### config.mk
export PLATFORM = sky130hd
export DESIGN_NAME = timer_qualify_top
export DESIGN_NICKNAME = d
export VERILOG_FILES = /design/src/core/tmr_pkg.sv /design/src/core/cnt_if.sv /design/src/core/pin_sync.sv /design/src/core/edge_counter.sv /design/src/core/timer_qualify_top.sv
export SDC_FILE = /design/constraint.sdc
export NUM_CORES = 1
export LEC_CHECK = 0
export BUFFER_PORTS_ARGS = -buffer_cell sky130_fd_sc_hd__buf_4
export CORE_AREA = 2 2 140 244
export DETAILED_ROUTE_END_ITERATION = 16
export DIE_AREA = 0 0 142 246
export GPL_TIMING_DRIVEN = 0
export SLEW_MARGIN = 30
export SYNTH_ARGS = -nofsm -noshare
export SYNTH_HDL_FRONTEND = slang
export SYNTH_SLANG_ARGS = --single-unit
### constraint.sdc
create_clock -name i_clk -period 4.7 [get_ports i_clk]
set_input_delay 0.235 -clock i_clk [delete_from_list [all_inputs] [get_ports i_clk]]
set_output_delay 0.235 -clock i_clk [all_outputs]
set_load 0.01 [all_outputs]
### src/core/tmr_pkg.sv
package tmr_pkg;
  // Register byte offsets
  localparam logic [7:0] MODE_OFS = 8'h00;
  localparam logic [7:0] COUNT_OFS = 8'h04;
  localparam logic [7:0] CMP_OFS = 8'h08;
  localparam logic [7:0] OUTCTL_OFS = 8'h0C;
  localparam logic [7:0] PFS_OFS = 8'h10;
  localparam logic [7:0] SHORT_OFS = 8'h14;
  localparam logic [7:0] DIS_OFS = 8'h18;
  localparam logic [7:0] STAT_OFS = 8'h1C;
  // Reset values
  localparam logic [7:0] MODE_RST = 8'h00;
  localparam logic [31:0] CMP_RST = 32'h0000_0000;
  localparam logic [3:0] OUTCTL_RST = 4'h0;
  localparam logic [3:0] PFS_RST = 4'h0;
  localparam logic [3:0] SHORT_RST = 4'h0;
  localparam logic [11:0] DIS_RST = 12'h000;
  // Count source field of the mode register
  localparam int SRC_LSB = 0;
  localparam logic [1:0] SRC_EVENT = 2'h0;
  localparam logic [1:0] SRC_SINGLE = 2'h1;
  localparam logic [1:0] SRC_BOTH = 2'h2;
  localparam logic [1:0] SRC_PHASE = 2'h3;
  // Disable register fields
  localparam int DIS_HZ_TMR = 0;
  localparam int DIS_PS_TMR = 2;
  localparam int DIS_HZ_POE = 4;
  localparam int DIS_HZ_GRP = 6;
  localparam int DIS_PORT = 8;
  // Status register fields
  localparam int STAT_PINS = 0;
  localparam int STAT_SHORT = 4;
  localparam int STAT_STOP = 5;
  // Pins: 0,1 timer outputs, 2,3 PWM outputs
  localparam int NPIN = 4;
  typedef enum logic [1:0] {APB_IDLE = 2'b00, APB_ACK = 2'b01} apb_state_t;
endpackage

### src/core/cnt_if.sv
`timescale 1ns/100ps
interface cnt_if #(parameter int CW = 16);
  logic ce;
  logic a;
  logic b;
  logic evt;
  logic clr;
  logic [1:0] src;
  logic [CW-1:0] count;
  modport ctrl(output ce, a, b, evt, clr, src, input count);
  modport cnt(input ce, a, b, evt, clr, src, output count);
endinterface

### src/core/pin_sync.sv
`timescale 1ns/100ps
module pin_sync #(
  parameter int W = 1
) (
  input wire logic i_clk,
  input wire logic i_rstn,
  input wire logic i_ce,
  input wire logic [W-1:0] i_d,
  output logic [W-1:0] o_q
);
  logic [W-1:0] ff1_r;
  logic [W-1:0] ff2_r;
  logic [W-1:0] ff3_r;

  initial begin
    if (W < 1) $error("pin_sync: W must be at least 1");
  end

  always_ff @(posedge i_clk or negedge i_rstn) begin
    if (!i_rstn) begin
      ff1_r <= '0;
      ff2_r <= '0;
      ff3_r <= '0;
    end else if (i_ce) begin
      ff1_r <= i_d;
      ff2_r <= ff1_r;
      ff3_r <= ff2_r;
    end
  end

  // Bit changes only once second and third stages agree
  always_ff @(posedge i_clk or negedge i_rstn) begin
    if (!i_rstn) begin
      o_q <= '0;
    end else if (i_ce) begin
      o_q <= (ff3_r & ~(ff2_r ^ ff3_r)) | (o_q & (ff2_r ^ ff3_r));
    end
  end
endmodule

### src/core/edge_counter.sv
`timescale 1ns/100ps
module edge_counter #(
  parameter int CW = 16
) (
  input wire logic i_clk,
  input wire logic i_rstn,
  cnt_if.cnt port
);
  logic pa_r;
  logic pb_r;
  logic up;
  logic dn;

  initial begin
    if (CW < 2 || CW > 32) $error("edge_counter: CW out of range");
  end

  always_ff @(posedge i_clk or negedge i_rstn) begin
    if (!i_rstn) begin
      pa_r <= 1'b0;
      pb_r <= 1'b0;
    end else if (port.ce) begin
      pa_r <= port.a;
      pb_r <= port.b;
    end
  end

  always_comb begin
    up = 1'b0;
    dn = 1'b0;
    case (port.src)
      tmr_pkg::SRC_EVENT: up = port.evt;
      tmr_pkg::SRC_SINGLE: up = port.a & ~pa_r;
      tmr_pkg::SRC_BOTH: up = port.a ^ pa_r;
      tmr_pkg::SRC_PHASE: begin
        up = (port.a ^ pb_r) & ~(port.b ^ pa_r);
        dn = (port.b ^ pa_r) & ~(port.a ^ pb_r);
      end
      default: up = 1'b0;
    endcase
  end

  always_ff @(posedge i_clk or negedge i_rstn) begin
    if (!i_rstn) begin
      port.count <= '0;
    end else if (port.ce) begin
      if (port.clr) begin
        port.count <= '0;
      end else if (up) begin
        port.count <= port.count + 1'b1;
      end else if (dn) begin
        port.count <= port.count - 1'b1;
      end
    end
  end
endmodule

### src/core/timer_qualify_top.sv
// Function
// - Timer output inversion flips pin polarity
// - PWM output inversion flips pin polarity
// - High-impedance pins read zero
// - Port-switched pins read normally
`timescale 1ns/100ps
module timer_qualify_top #(
  parameter int CW = 16
) (
  input wire logic i_clk,
  input wire logic i_rstn,
  input wire logic i_ce,
  input wire logic i_psel,
  input wire logic i_penable,
  input wire logic i_pwrite,
  input wire logic [7:0] i_paddr,
  input wire logic [31:0] i_pwdata,
  output logic [31:0] o_prdata,
  output logic o_pready,
  output logic o_pslverr,
  input wire logic i_phase_a,
  input wire logic i_phase_b,
  input wire logic i_event,
  input wire logic i_stop_req,
  input wire logic [3:0] i_pin_in,
  output logic [3:0] o_pin_out,
  output logic [3:0] o_pin_oe,
  output logic o_short_det
);
  localparam int NP = tmr_pkg::NPIN;

  initial begin
    if (CW < 2 || CW > 16) $error("timer_qualify_top: CW must be 2..16");
  end

  ////////////////////////////////////////////////////////////////////////
  // Input qualification
  logic [1:0] phase_q;
  logic stop_q;
  logic [NP-1:0] pin_q;

  pin_sync #(.W(2)) u_phase_sync (
    .i_clk(i_clk),
    .i_rstn(i_rstn),
    .i_ce(i_ce),
    .i_d({i_phase_b, i_phase_a}),
    .o_q(phase_q)
  );

  pin_sync #(.W(NP + 1)) u_pin_sync (
    .i_clk(i_clk),
    .i_rstn(i_rstn),
    .i_ce(i_ce),
    .i_d({i_stop_req, i_pin_in}),
    .o_q({stop_q, pin_q})
  );

  ////////////////////////////////////////////////////////////////////////
  // Registers
  logic [7:0] mode_r;
  logic [31:0] cmp_r;
  logic [3:0] outctl_r;
  logic [3:0] pfs_r;
  logic [3:0] short_lvl_r;
  logic [11:0] dis_r;
  logic short_r;
  logic stop_r;
  logic clr_r;
  tmr_pkg::apb_state_t apb_r;
  tmr_pkg::apb_state_t apb_nxt;
  logic wr_en;
  logic hit;
  logic [31:0] rd_nxt;
  logic [CW-1:0] count;
  logic [NP-1:0] rb_r;

  always_comb begin
    apb_nxt = apb_r;
    case (apb_r)
      tmr_pkg::APB_IDLE: if (i_psel && i_penable) apb_nxt = tmr_pkg::APB_ACK;
      tmr_pkg::APB_ACK: apb_nxt = tmr_pkg::APB_IDLE;
      default: apb_nxt = tmr_pkg::APB_IDLE;
    endcase
  end

  always_ff @(posedge i_clk or negedge i_rstn) begin
    if (!i_rstn) begin
      apb_r <= tmr_pkg::APB_IDLE;
    end else if (i_ce) begin
      apb_r <= apb_nxt;
    end
  end

  // Write lands at the edge that samples pready high
  assign wr_en = i_psel && i_penable && i_pwrite && o_pready;

  // Per-register write strobes
  logic wr_mode;
  logic wr_cmp;
  logic wr_outctl;
  logic wr_pfs;
  logic wr_short;
  logic wr_dis;
  logic wr_count;
  logic wr_stat;
  assign wr_mode = wr_en && (i_paddr == tmr_pkg::MODE_OFS);
  assign wr_cmp = wr_en && (i_paddr == tmr_pkg::CMP_OFS);
  assign wr_outctl = wr_en && (i_paddr == tmr_pkg::OUTCTL_OFS);
  assign wr_pfs = wr_en && (i_paddr == tmr_pkg::PFS_OFS);
  assign wr_short = wr_en && (i_paddr == tmr_pkg::SHORT_OFS);
  assign wr_dis = wr_en && (i_paddr == tmr_pkg::DIS_OFS);
  assign wr_count = wr_en && (i_paddr == tmr_pkg::COUNT_OFS);
  assign wr_stat = wr_en && (i_paddr == tmr_pkg::STAT_OFS);

  always_comb begin
    hit = 1'b1;
    rd_nxt = 32'h0000_0000;
    case (i_paddr)
      tmr_pkg::MODE_OFS: rd_nxt[7:0] = mode_r;
      tmr_pkg::COUNT_OFS: rd_nxt[CW-1:0] = count;
      tmr_pkg::CMP_OFS: rd_nxt = cmp_r;
      tmr_pkg::OUTCTL_OFS: rd_nxt[3:0] = outctl_r;
      tmr_pkg::PFS_OFS: rd_nxt[3:0] = pfs_r;
      tmr_pkg::SHORT_OFS: rd_nxt[3:0] = short_lvl_r;
      tmr_pkg::DIS_OFS: rd_nxt[11:0] = dis_r;
      tmr_pkg::STAT_OFS: begin
        rd_nxt[tmr_pkg::STAT_PINS +: NP] = rb_r;
        rd_nxt[tmr_pkg::STAT_SHORT] = short_r;
        rd_nxt[tmr_pkg::STAT_STOP] = stop_r;
      end
      default: hit = 1'b0;
    endcase
  end

  always_ff @(posedge i_clk or negedge i_rstn) begin
    if (!i_rstn) begin
      o_pready <= 1'b0;
      o_pslverr <= 1'b0;
      o_prdata <= 32'h0000_0000;
    end else if (i_ce) begin
      o_pready <= (apb_nxt == tmr_pkg::APB_ACK);
      o_pslverr <= (apb_nxt == tmr_pkg::APB_ACK) && !hit;
      o_prdata <= (apb_nxt == tmr_pkg::APB_ACK && !i_pwrite) ? rd_nxt : 32'h0000_0000;
    end
  end

  always_ff @(posedge i_clk or negedge i_rstn) begin
    if (!i_rstn) begin
      mode_r <= tmr_pkg::MODE_RST;
    end else if (i_ce && wr_mode) begin
      mode_r <= i_pwdata[7:0];
    end
  end

  always_ff @(posedge i_clk or negedge i_rstn) begin
    if (!i_rstn) begin
      cmp_r <= tmr_pkg::CMP_RST;
    end else if (i_ce && wr_cmp) begin
      cmp_r <= i_pwdata;
    end
  end

  always_ff @(posedge i_clk or negedge i_rstn) begin
    if (!i_rstn) begin
      outctl_r <= tmr_pkg::OUTCTL_RST;
    end else if (i_ce && wr_outctl) begin
      outctl_r <= i_pwdata[3:0];
    end
  end

  always_ff @(posedge i_clk or negedge i_rstn) begin
    if (!i_rstn) begin
      pfs_r <= tmr_pkg::PFS_RST;
    end else if (i_ce && wr_pfs) begin
      pfs_r <= i_pwdata[3:0];
    end
  end

  always_ff @(posedge i_clk or negedge i_rstn) begin
    if (!i_rstn) begin
      short_lvl_r <= tmr_pkg::SHORT_RST;
    end else if (i_ce && wr_short) begin
      short_lvl_r <= i_pwdata[3:0];
    end
  end

  always_ff @(posedge i_clk or negedge i_rstn) begin
    if (!i_rstn) begin
      dis_r <= tmr_pkg::DIS_RST;
    end else if (i_ce && wr_dis) begin
      dis_r <= i_pwdata[11:0];
    end
  end

  // Count write clears the counter
  always_ff @(posedge i_clk or negedge i_rstn) begin
    if (!i_rstn) begin
      clr_r <= 1'b0;
    end else if (i_ce) begin
      clr_r <= wr_count;
    end
  end

  ////////////////////////////////////////////////////////////////////////
  // Counter
  cnt_if #(.CW(CW)) cbus ();
  logic evt_ok;

  // Event action only with mode register zero
  assign evt_ok = i_event && (mode_r == tmr_pkg::MODE_RST);

  assign cbus.ce = i_ce;
  assign cbus.a = phase_q[0];
  assign cbus.b = phase_q[1];
  assign cbus.evt = evt_ok;
  assign cbus.clr = clr_r;
  assign cbus.src = mode_r[tmr_pkg::SRC_LSB +: 2];
  assign count = cbus.count;

  edge_counter #(.CW(CW)) u_counter (
    .i_clk(i_clk),
    .i_rstn(i_rstn),
    .port(cbus)
  );

  ////////////////////////////////////////////////////////////////////////
  // Output levels and polarity
  logic [NP-1:0] active;
  logic [NP-1:0] lvl;
  logic [NP-1:0] pin_lvl;

  assign active[0] = count < cmp_r[CW-1:0];
  assign active[1] = ~active[0];
  assign active[2] = count < cmp_r[16 +: CW];
  assign active[3] = ~active[2];
  assign lvl = ~(active ^ outctl_r);

  // Timer and PWM pins inverted from control level
  assign pin_lvl = lvl ^ pfs_r;

  ////////////////////////////////////////////////////////////////////////
  // Output stop
  logic [NP-1:0] hz_sel;
  logic [NP-1:0] ps_sel;
  logic [NP-1:0] hz;
  logic [NP-1:0] ps;
  logic stop_clr;

  // Both PWM disable sources simply merge
  assign hz_sel = {dis_r[tmr_pkg::DIS_HZ_POE +: 2] | dis_r[tmr_pkg::DIS_HZ_GRP +: 2],
                   dis_r[tmr_pkg::DIS_HZ_TMR +: 2]};
  assign ps_sel = {2'b00, dis_r[tmr_pkg::DIS_PS_TMR +: 2]};
  assign hz = stop_r ? hz_sel : '0;
  assign ps = stop_r ? (ps_sel & ~hz_sel) : '0;
  assign stop_clr = wr_stat && i_pwdata[tmr_pkg::STAT_STOP];

  // Request wins over software clear
  always_ff @(posedge i_clk or negedge i_rstn) begin
    if (!i_rstn) begin
      stop_r <= 1'b0;
    end else if (i_ce) begin
      stop_r <= stop_q || (stop_r && !stop_clr);
    end
  end

  always_ff @(posedge i_clk or negedge i_rstn) begin
    if (!i_rstn) begin
      o_pin_out <= '0;
      o_pin_oe <= '0;
    end else if (i_ce) begin
      o_pin_oe <= ~hz;
      o_pin_out <= ~hz & ((ps & dis_r[tmr_pkg::DIS_PORT +: NP]) | (~ps & pin_lvl));
    end
  end

  always_ff @(posedge i_clk or negedge i_rstn) begin
    if (!i_rstn) begin
      rb_r <= '0;
    end else if (i_ce) begin
      rb_r <= pin_q & o_pin_oe;
    end
  end

  ////////////////////////////////////////////////////////////////////////
  // Short detection on driven pin levels
  logic short_now;
  logic short_clr;

  assign short_now = (o_pin_oe[0] && o_pin_oe[1] &&
                      o_pin_out[1:0] == short_lvl_r[1:0]) ||
                     (o_pin_oe[2] && o_pin_oe[3] &&
                      o_pin_out[3:2] == short_lvl_r[3:2]);
  assign short_clr = wr_stat && i_pwdata[tmr_pkg::STAT_SHORT];

  always_ff @(posedge i_clk or negedge i_rstn) begin
    if (!i_rstn) begin
      short_r <= 1'b0;
      o_short_det <= 1'b0;
    end else if (i_ce) begin
      short_r <= short_now || (short_r && !short_clr);
      o_short_det <= short_now || (short_r && !short_clr);
    end
  end
endmodule

======== Yosys cells after proc, flatten, opt, wreduce, memory -nomap -nowiden ========
Index checks and enable logic that the tools add are counted.
operators by class
  add/sub/neg operators ................... 2
  $lt $le $gt $ge ......................... 2
  eq/ne operators ......................... 13
  mux-type cells .......................... 17
  bitwise logic cells ..................... 34
  reduce and logical (&&, ||, !) cells .... 42
operator list
  kind                                                  number
  2-to-1 mux 16 bit                                     4
  equality test 8 x 5 -> 1 bit (second input constant)  4
  less-than comparator 16 bit                           2
  2-to-1 mux 32 bit                                     1
  one-hot mux 4 bit (8 select lines)                    1
  logical AND 1 bit                                     28
  adder 16 x 1 -> 16 bit (second input constant)        1
  AND 4 bit                                             4
  equality test 8 x 4 -> 1 bit (second input constant)  2
  logical NOT 8 bit                                     2
  inverter 4 bit                                        4
  subtractor 16 x 1 -> 16 bit (second input constant)   1
  one-hot mux 4 bit (3 select lines)                    1
  AND 5 bit                                             2
  one-hot mux 2 bit (5 select lines)                    1
  equality test 8 x 3 -> 1 bit (second input constant)  1
  2-to-1 mux 4 bit                                      2
  one-hot mux 2 bit (4 select lines)                    1
  one-hot mux 4 bit (2 select lines)                    1
  OR reduction 8 bit                                    1
  XOR 4 bit                                             2
  inverter 1 bit                                        5
  inverter 5 bit                                        1
  OR 5 bit                                              1
  20 further kinds                                      37
storage, ports and cells
  register bits after elaboration ......... 161
  input bits .............................. 54
  output and inout bits ................... 43
  logic and storage cells ................. 137

======== Depth between registers and ports, before layout ========
  depth after elaboration ................. 8
  mapped depth ............................ 14
  gate-level depth less buffers ........... 13

======== Modules after synthesis ========
Synthesis repeated with hierarchy kept, for this count alone.
unflattened totals
  cell total of the unflattened synthesis .. 754
  area total of the unflattened synthesis .. 8669.6 sq um
modules (own cells, without submodules)
  module                    times used  cells an instance  area each (sq um)  seq. area each (sq um)
  timer_qualify_top         1           512                5963.2             2877.8
  edge_counter              1           169                1576.5             450.4
  pin_sync at u_pin_sync    1           52                 805.8              500.5
  pin_sync at u_phase_sync  1           21                 324.1              200.2

======== Worst setup path before layout ========
No wires, ideal clock.
  path kind ............................... register -> register
  start point ............................. reg (tool-made name)
  end point ............................... reg u_counter.port.count[15]
  setup time .............................. 0.104 ns
  arrival ................................. 2.819 ns
  slack ................................... 1.777 ns
  cell stages (with the launch flop) ...... 14
  period minus slack after synthesis ...... 2.923 ns
  path through ............................ dfrtp_1 > ha_1 > o21ai_0 > a31oi_1 > nor2_1 > inv_1 > ha_1 > clkbuf_1 > nand4_1 > nor4_1 > o21ai_0 > and4_1 > or2_0 > o311ai_1
RTL lines
  element                 RTL line            text
  end signal: assignment  edge_counter.sv:50  port.count <= port.count + 1'b1;
  end signal: assignment  edge_counter.sv:52  port.count <= port.count - 1'b1;
  end: declaration        cnt_if.sv:11        modport cnt(input ce, a, b, evt, clr, src, output count);

======== Worst setup path in the final report ========
  start point ............................. reg mode_r[0]
  end point ............................... reg u_counter.port.count[14]
on the way
  longest elaborated chain between the ends .. 5
  elaborated cells on any way between the ends .. 12
RTL lines
  element                                                             RTL line                  text
  start: declaration                                                  timer_qualify_top.sv:60   logic [7:0] mode_r;
  start signal: assignment                                            timer_qualify_top.sv:149  mode_r <= tmr_pkg::MODE_RST;
  start signal: assignment                                            timer_qualify_top.sv:151  mode_r <= i_pwdata[7:0];
  logical NOT 8 bit                                                   timer_qualify_top.sv:210  assign evt_ok = i_event && (mode_r == tmr_pkg::MODE_RST);
  logical AND 1 bit                                                   timer_qualify_top.sv:210
  one-hot mux 1 bit (4 select lines)                                  edge_counter.sv:31        case (port.src)
  nonzero test 3 bit (no line) or 2-to-1 mux 16 bit (tied branches)   -
  AND reduction 2 bit (no line) or 2-to-1 mux 16 bit (tied branches)  -
Several ways; a longest one is shown, not always the timed one.
A chain may end at the register's enable or synchronous reset.

==> metrics.yaml <==
hp-start: "i_pwdata[14]"
setup_violations: 0
ir_drop_v: 0.0001972
period_needed_ns: 3.985
cp.required_ns: 5.03
synth_nets: 871
layout_commonest_cell: "dfrtp_1"
synth-seq-area-share_pct: 47.85
reg2regPathDepth: 11
p_leak_uw: 0.004880
r2r_slack_ns: 0.71
post-route-util_pct: 31.40
clk-insertion-delay-late_ns: 0.44
h-tree-depth: 4
first_iter_violations: 374
ys_types: 73
yosysWarnings: 0
dr.pass1.iters: 5
core_mm2: 0.03292
wl_mm: 25.71
antenna_left: 0
cts_buffers: 17
end_kind: "flip-flop"
antenna_found_initial: 0
clock_tree.buffer_depth: 2
io_pins: 97
critPathLaunchType: "flip-flop"
dieArea_mm2: 0.03493
die_x_um: 142
grt_pass1_wl_mm: 39.51
hp-class: "primary input to flip-flop"
path_class: "flip-flop to flip-flop"
cts.repair.resized: 0
root_buffer: "clkbuf_16"
route.vias.total: 6599
synthArstFlopShare_pct: 100.0
syn_inst: 771
wl_per_cell_um: 19.56
drive_above_1_share_pct: 26.73
dieHeight_um: 246
nets: 999
path_clk_slew_ns: 0.06
netlist_area_mm2: 0.008421
rsz0062_at_grt: "no"
clock-skew-final_ns: 0.008782
avgSynthCellArea_um2: 10.92
crit_fanout: 16
hold_viol: 0
drc: 0
ys.flop_type: "dfrtp_1"
tritoncts: "yes"
worst_pin_slew_ns: 0.7374
post_cts_buffers: 0
fin_setup_tns_ns: 0
holdPathStages: 3
grt.overflow.total: 0
diodes: 0
start_util_pct: 25.58
r2r-end: "u_counter.port.count[14]$_DFFE_PN0P_"
grt_pass1_vias: 6887
r2r-start: "mode_r[0]$_DFFE_PN0P_"
grt_max_degree: 86
finalCritPeriodShare_pct: 84.80
drv_slew: 0
rows: 88
arrival_ns: 4.31
relSlewSlack_pct: 50.15
n_fill_cell: 3336
status: "complete, no violations"
yosys_register_bits: 161
grt_use_total_pct: 15.07
viasPerCell: 5.022
port_buffers: 96
powerDensity_mw_per_mm2: 381.4
post-dp-hpwl_mm: 20.24
final_cell_mix: "dfrtp_1 (161), buf_4 (97), nand2_1 (56), inv_1 (52), o21ai_0 (52)"
synth_edf_count: 0
gp_congestion: 0.9331
drv_cap: 0
cts_sinks: 161
min_to: "cmp_r[14]$_DFFE_PN0P_"
syn_to_final_growth_pct: 22.76
max_freq_ghz: 0.2509
## state kept, by name (all words and copies together) (netlist names), 2 cells and up, named ones only
signal                flops
apb_r                     2
cmp_r                    32
dis_r                    12
mode_r                    8
o_pin_oe                  4
o_pin_out                 4
o_prdata                 32
outctl_r                  4
pfs_r                     4
rb_r                      4
short_lvl_r               4
u_counter.port.count     16
u_phase_sync.ff1_r        2
u_phase_sync.ff2_r        2
u_phase_sync.ff3_r        2
u_pin_sync.ff1_r          5
u_pin_sync.ff2_r          5
u_pin_sync.ff3_r          5
## worst max path at each step
stage                                                      end  slack (ns)  depth (start not counted)                  start
after detailed placement  u_counter.port.count[15]$_DFFE_PN0P_        0.78                         12  mode_r[0]$_DFFE_PN0P_
after global routing      u_counter.port.count[15]$_DFFE_PN0P_        0.38                         12  mode_r[0]$_DFFE_PN0P_
after global placement    u_counter.port.count[15]$_DFFE_PN0P_        0.77                         12  mode_r[0]$_DFFE_PN0P_
final                     u_counter.port.count[14]$_DFFE_PN0P_        0.71                         11  mode_r[0]$_DFFE_PN0P_
after CTS                 u_counter.port.count[15]$_DFFE_PN0P_        0.76                         12  mode_r[0]$_DFFE_PN0P_
after floorplan           u_counter.port.count[15]$_DFFE_PN0P_        1.78                         13              flip-flop
## synthesized netlist by cell type (all sizes together) (3+ instances only)
library cell | number | area, µm²
nor2 | 23 | 86.33
xnor2 | 13 | 113.9
a21oi | 30 | 150.1
a222oi | 7 | 70.07
ha | 45 | 563.0
a22oi | 9 | 67.56
a211oi | 4 | 30.03
clkbuf | 10 | 37.54
a31oi | 7 | 43.79
a221oi | 9 | 78.83
o31ai | 3 | 22.52
nor4 | 4 | 46.29
a22o | 29 | 254.0
nand4 | 7 | 43.79
dfrtp | 161 | 4029
mux2 | 53 | 596.8
a21o | 16 | 120.1
xor2 | 7 | 61.31
buf | 22 | 168.9
a32o | 3 | 30.03
nor3 | 10 | 50.05
nor3b | 3 | 32.53
mux2i | 5 | 50.05
nor2b | 16 | 100.1
and3 | 5 | 31.28
o2bb2ai | 9 | 78.83
nand2 | 67 | 279.0
a221o | 4 | 40.04
nand3 | 12 | 60.06
nand2b | 6 | 37.54
o21ai | 84 | 533.0
inv | 52 | 195.2
## power breakdown
part           switching (µW)  leakage, µW  internal, µW
clock                     560     0.000250           732
sequential                211      0.00195          1520
combinational             516      0.00268           405
## repair_timing
action                     CTS  global route
hold endpoints to repair    87             0
setup endpoints to repair    0             0
hold buffers                12             0
## area by class of cell
type	instances	area [µm²]	area share, %
inverter	52	195.2	1.888
buffer	32	206.4	1.997
timing repair buffer	109	875.8	8.473
sequential	161	4029	38.97
tap	405	506.7	4.902
multi-input combinational	526	3990	38.60
clock buffer	20	446.7	4.321
clock inverter	9	87.58	0.8473
## metrics by stage
step | worst slack (ns) | cells | power [µW] | hold WS [ns] | area, µm²
finish | 0.7146 | 1314 | 3943 | 0.01481 | 10340
floorplan | 1.777 | 771 | 2309 | -0.06059 | 8421
global route | 0.3833 | 1314 | 4166 | 0.01558 | 10340
CTS | 0.7587 | 1314 | 3968 | 0.0003146 | 10340
detailed placement | 0.7754 | 1273 | 2662 | 0.2542 | 9683
global placement | 0.7688 | 1272 | 2626 | 0.4422 | 9648
## cell families (layout without fill, tap and decap cells)
kind of cell / after synthesis / count (layout) / share of synthesized area (%)
flops: 161 / 161 / 47.85
buf+inv: 84 / 222 / 4.770
compound gates: 232 / 232 / 19.90
xor+xnor: 20 / 20 / 2.080
simple gates: 170 / 170 / 10.80
mux: 58 / 58 / 7.682
fa+ha+maj: 46 / 46 / 6.924
## metal layers
| layer | global-route usage [%] | up-vias | routed length, µm |
|---|---|---|---|
| li1 | - | 3073 | - |
| met1 | 14.35 | 3274 | 8810 |
| met2 | 29.70 | 194 | 14810 |
| met3 | 2.274 | 58 | 783 |
| met4 | 8.941 | 0 | 1299 |
| met5 | 0 | - | 0 |
## worst max-delay path: stages, from the launching register on
cell and delay [ns]:
dfrtp_1 0.49, nor4b_1 0.67, a221oi_1 0.20, nor2_1 0.25, inv_1 0.32, ha_1 0.46
nand2b_1 0.12, a21oi_1 0.24, o2111ai_1 0.19, a311oi_1 0.52, o21ai_0 0.17, a32o_1 0.26
Note: power is estimated with default switching activity, not from simulation.
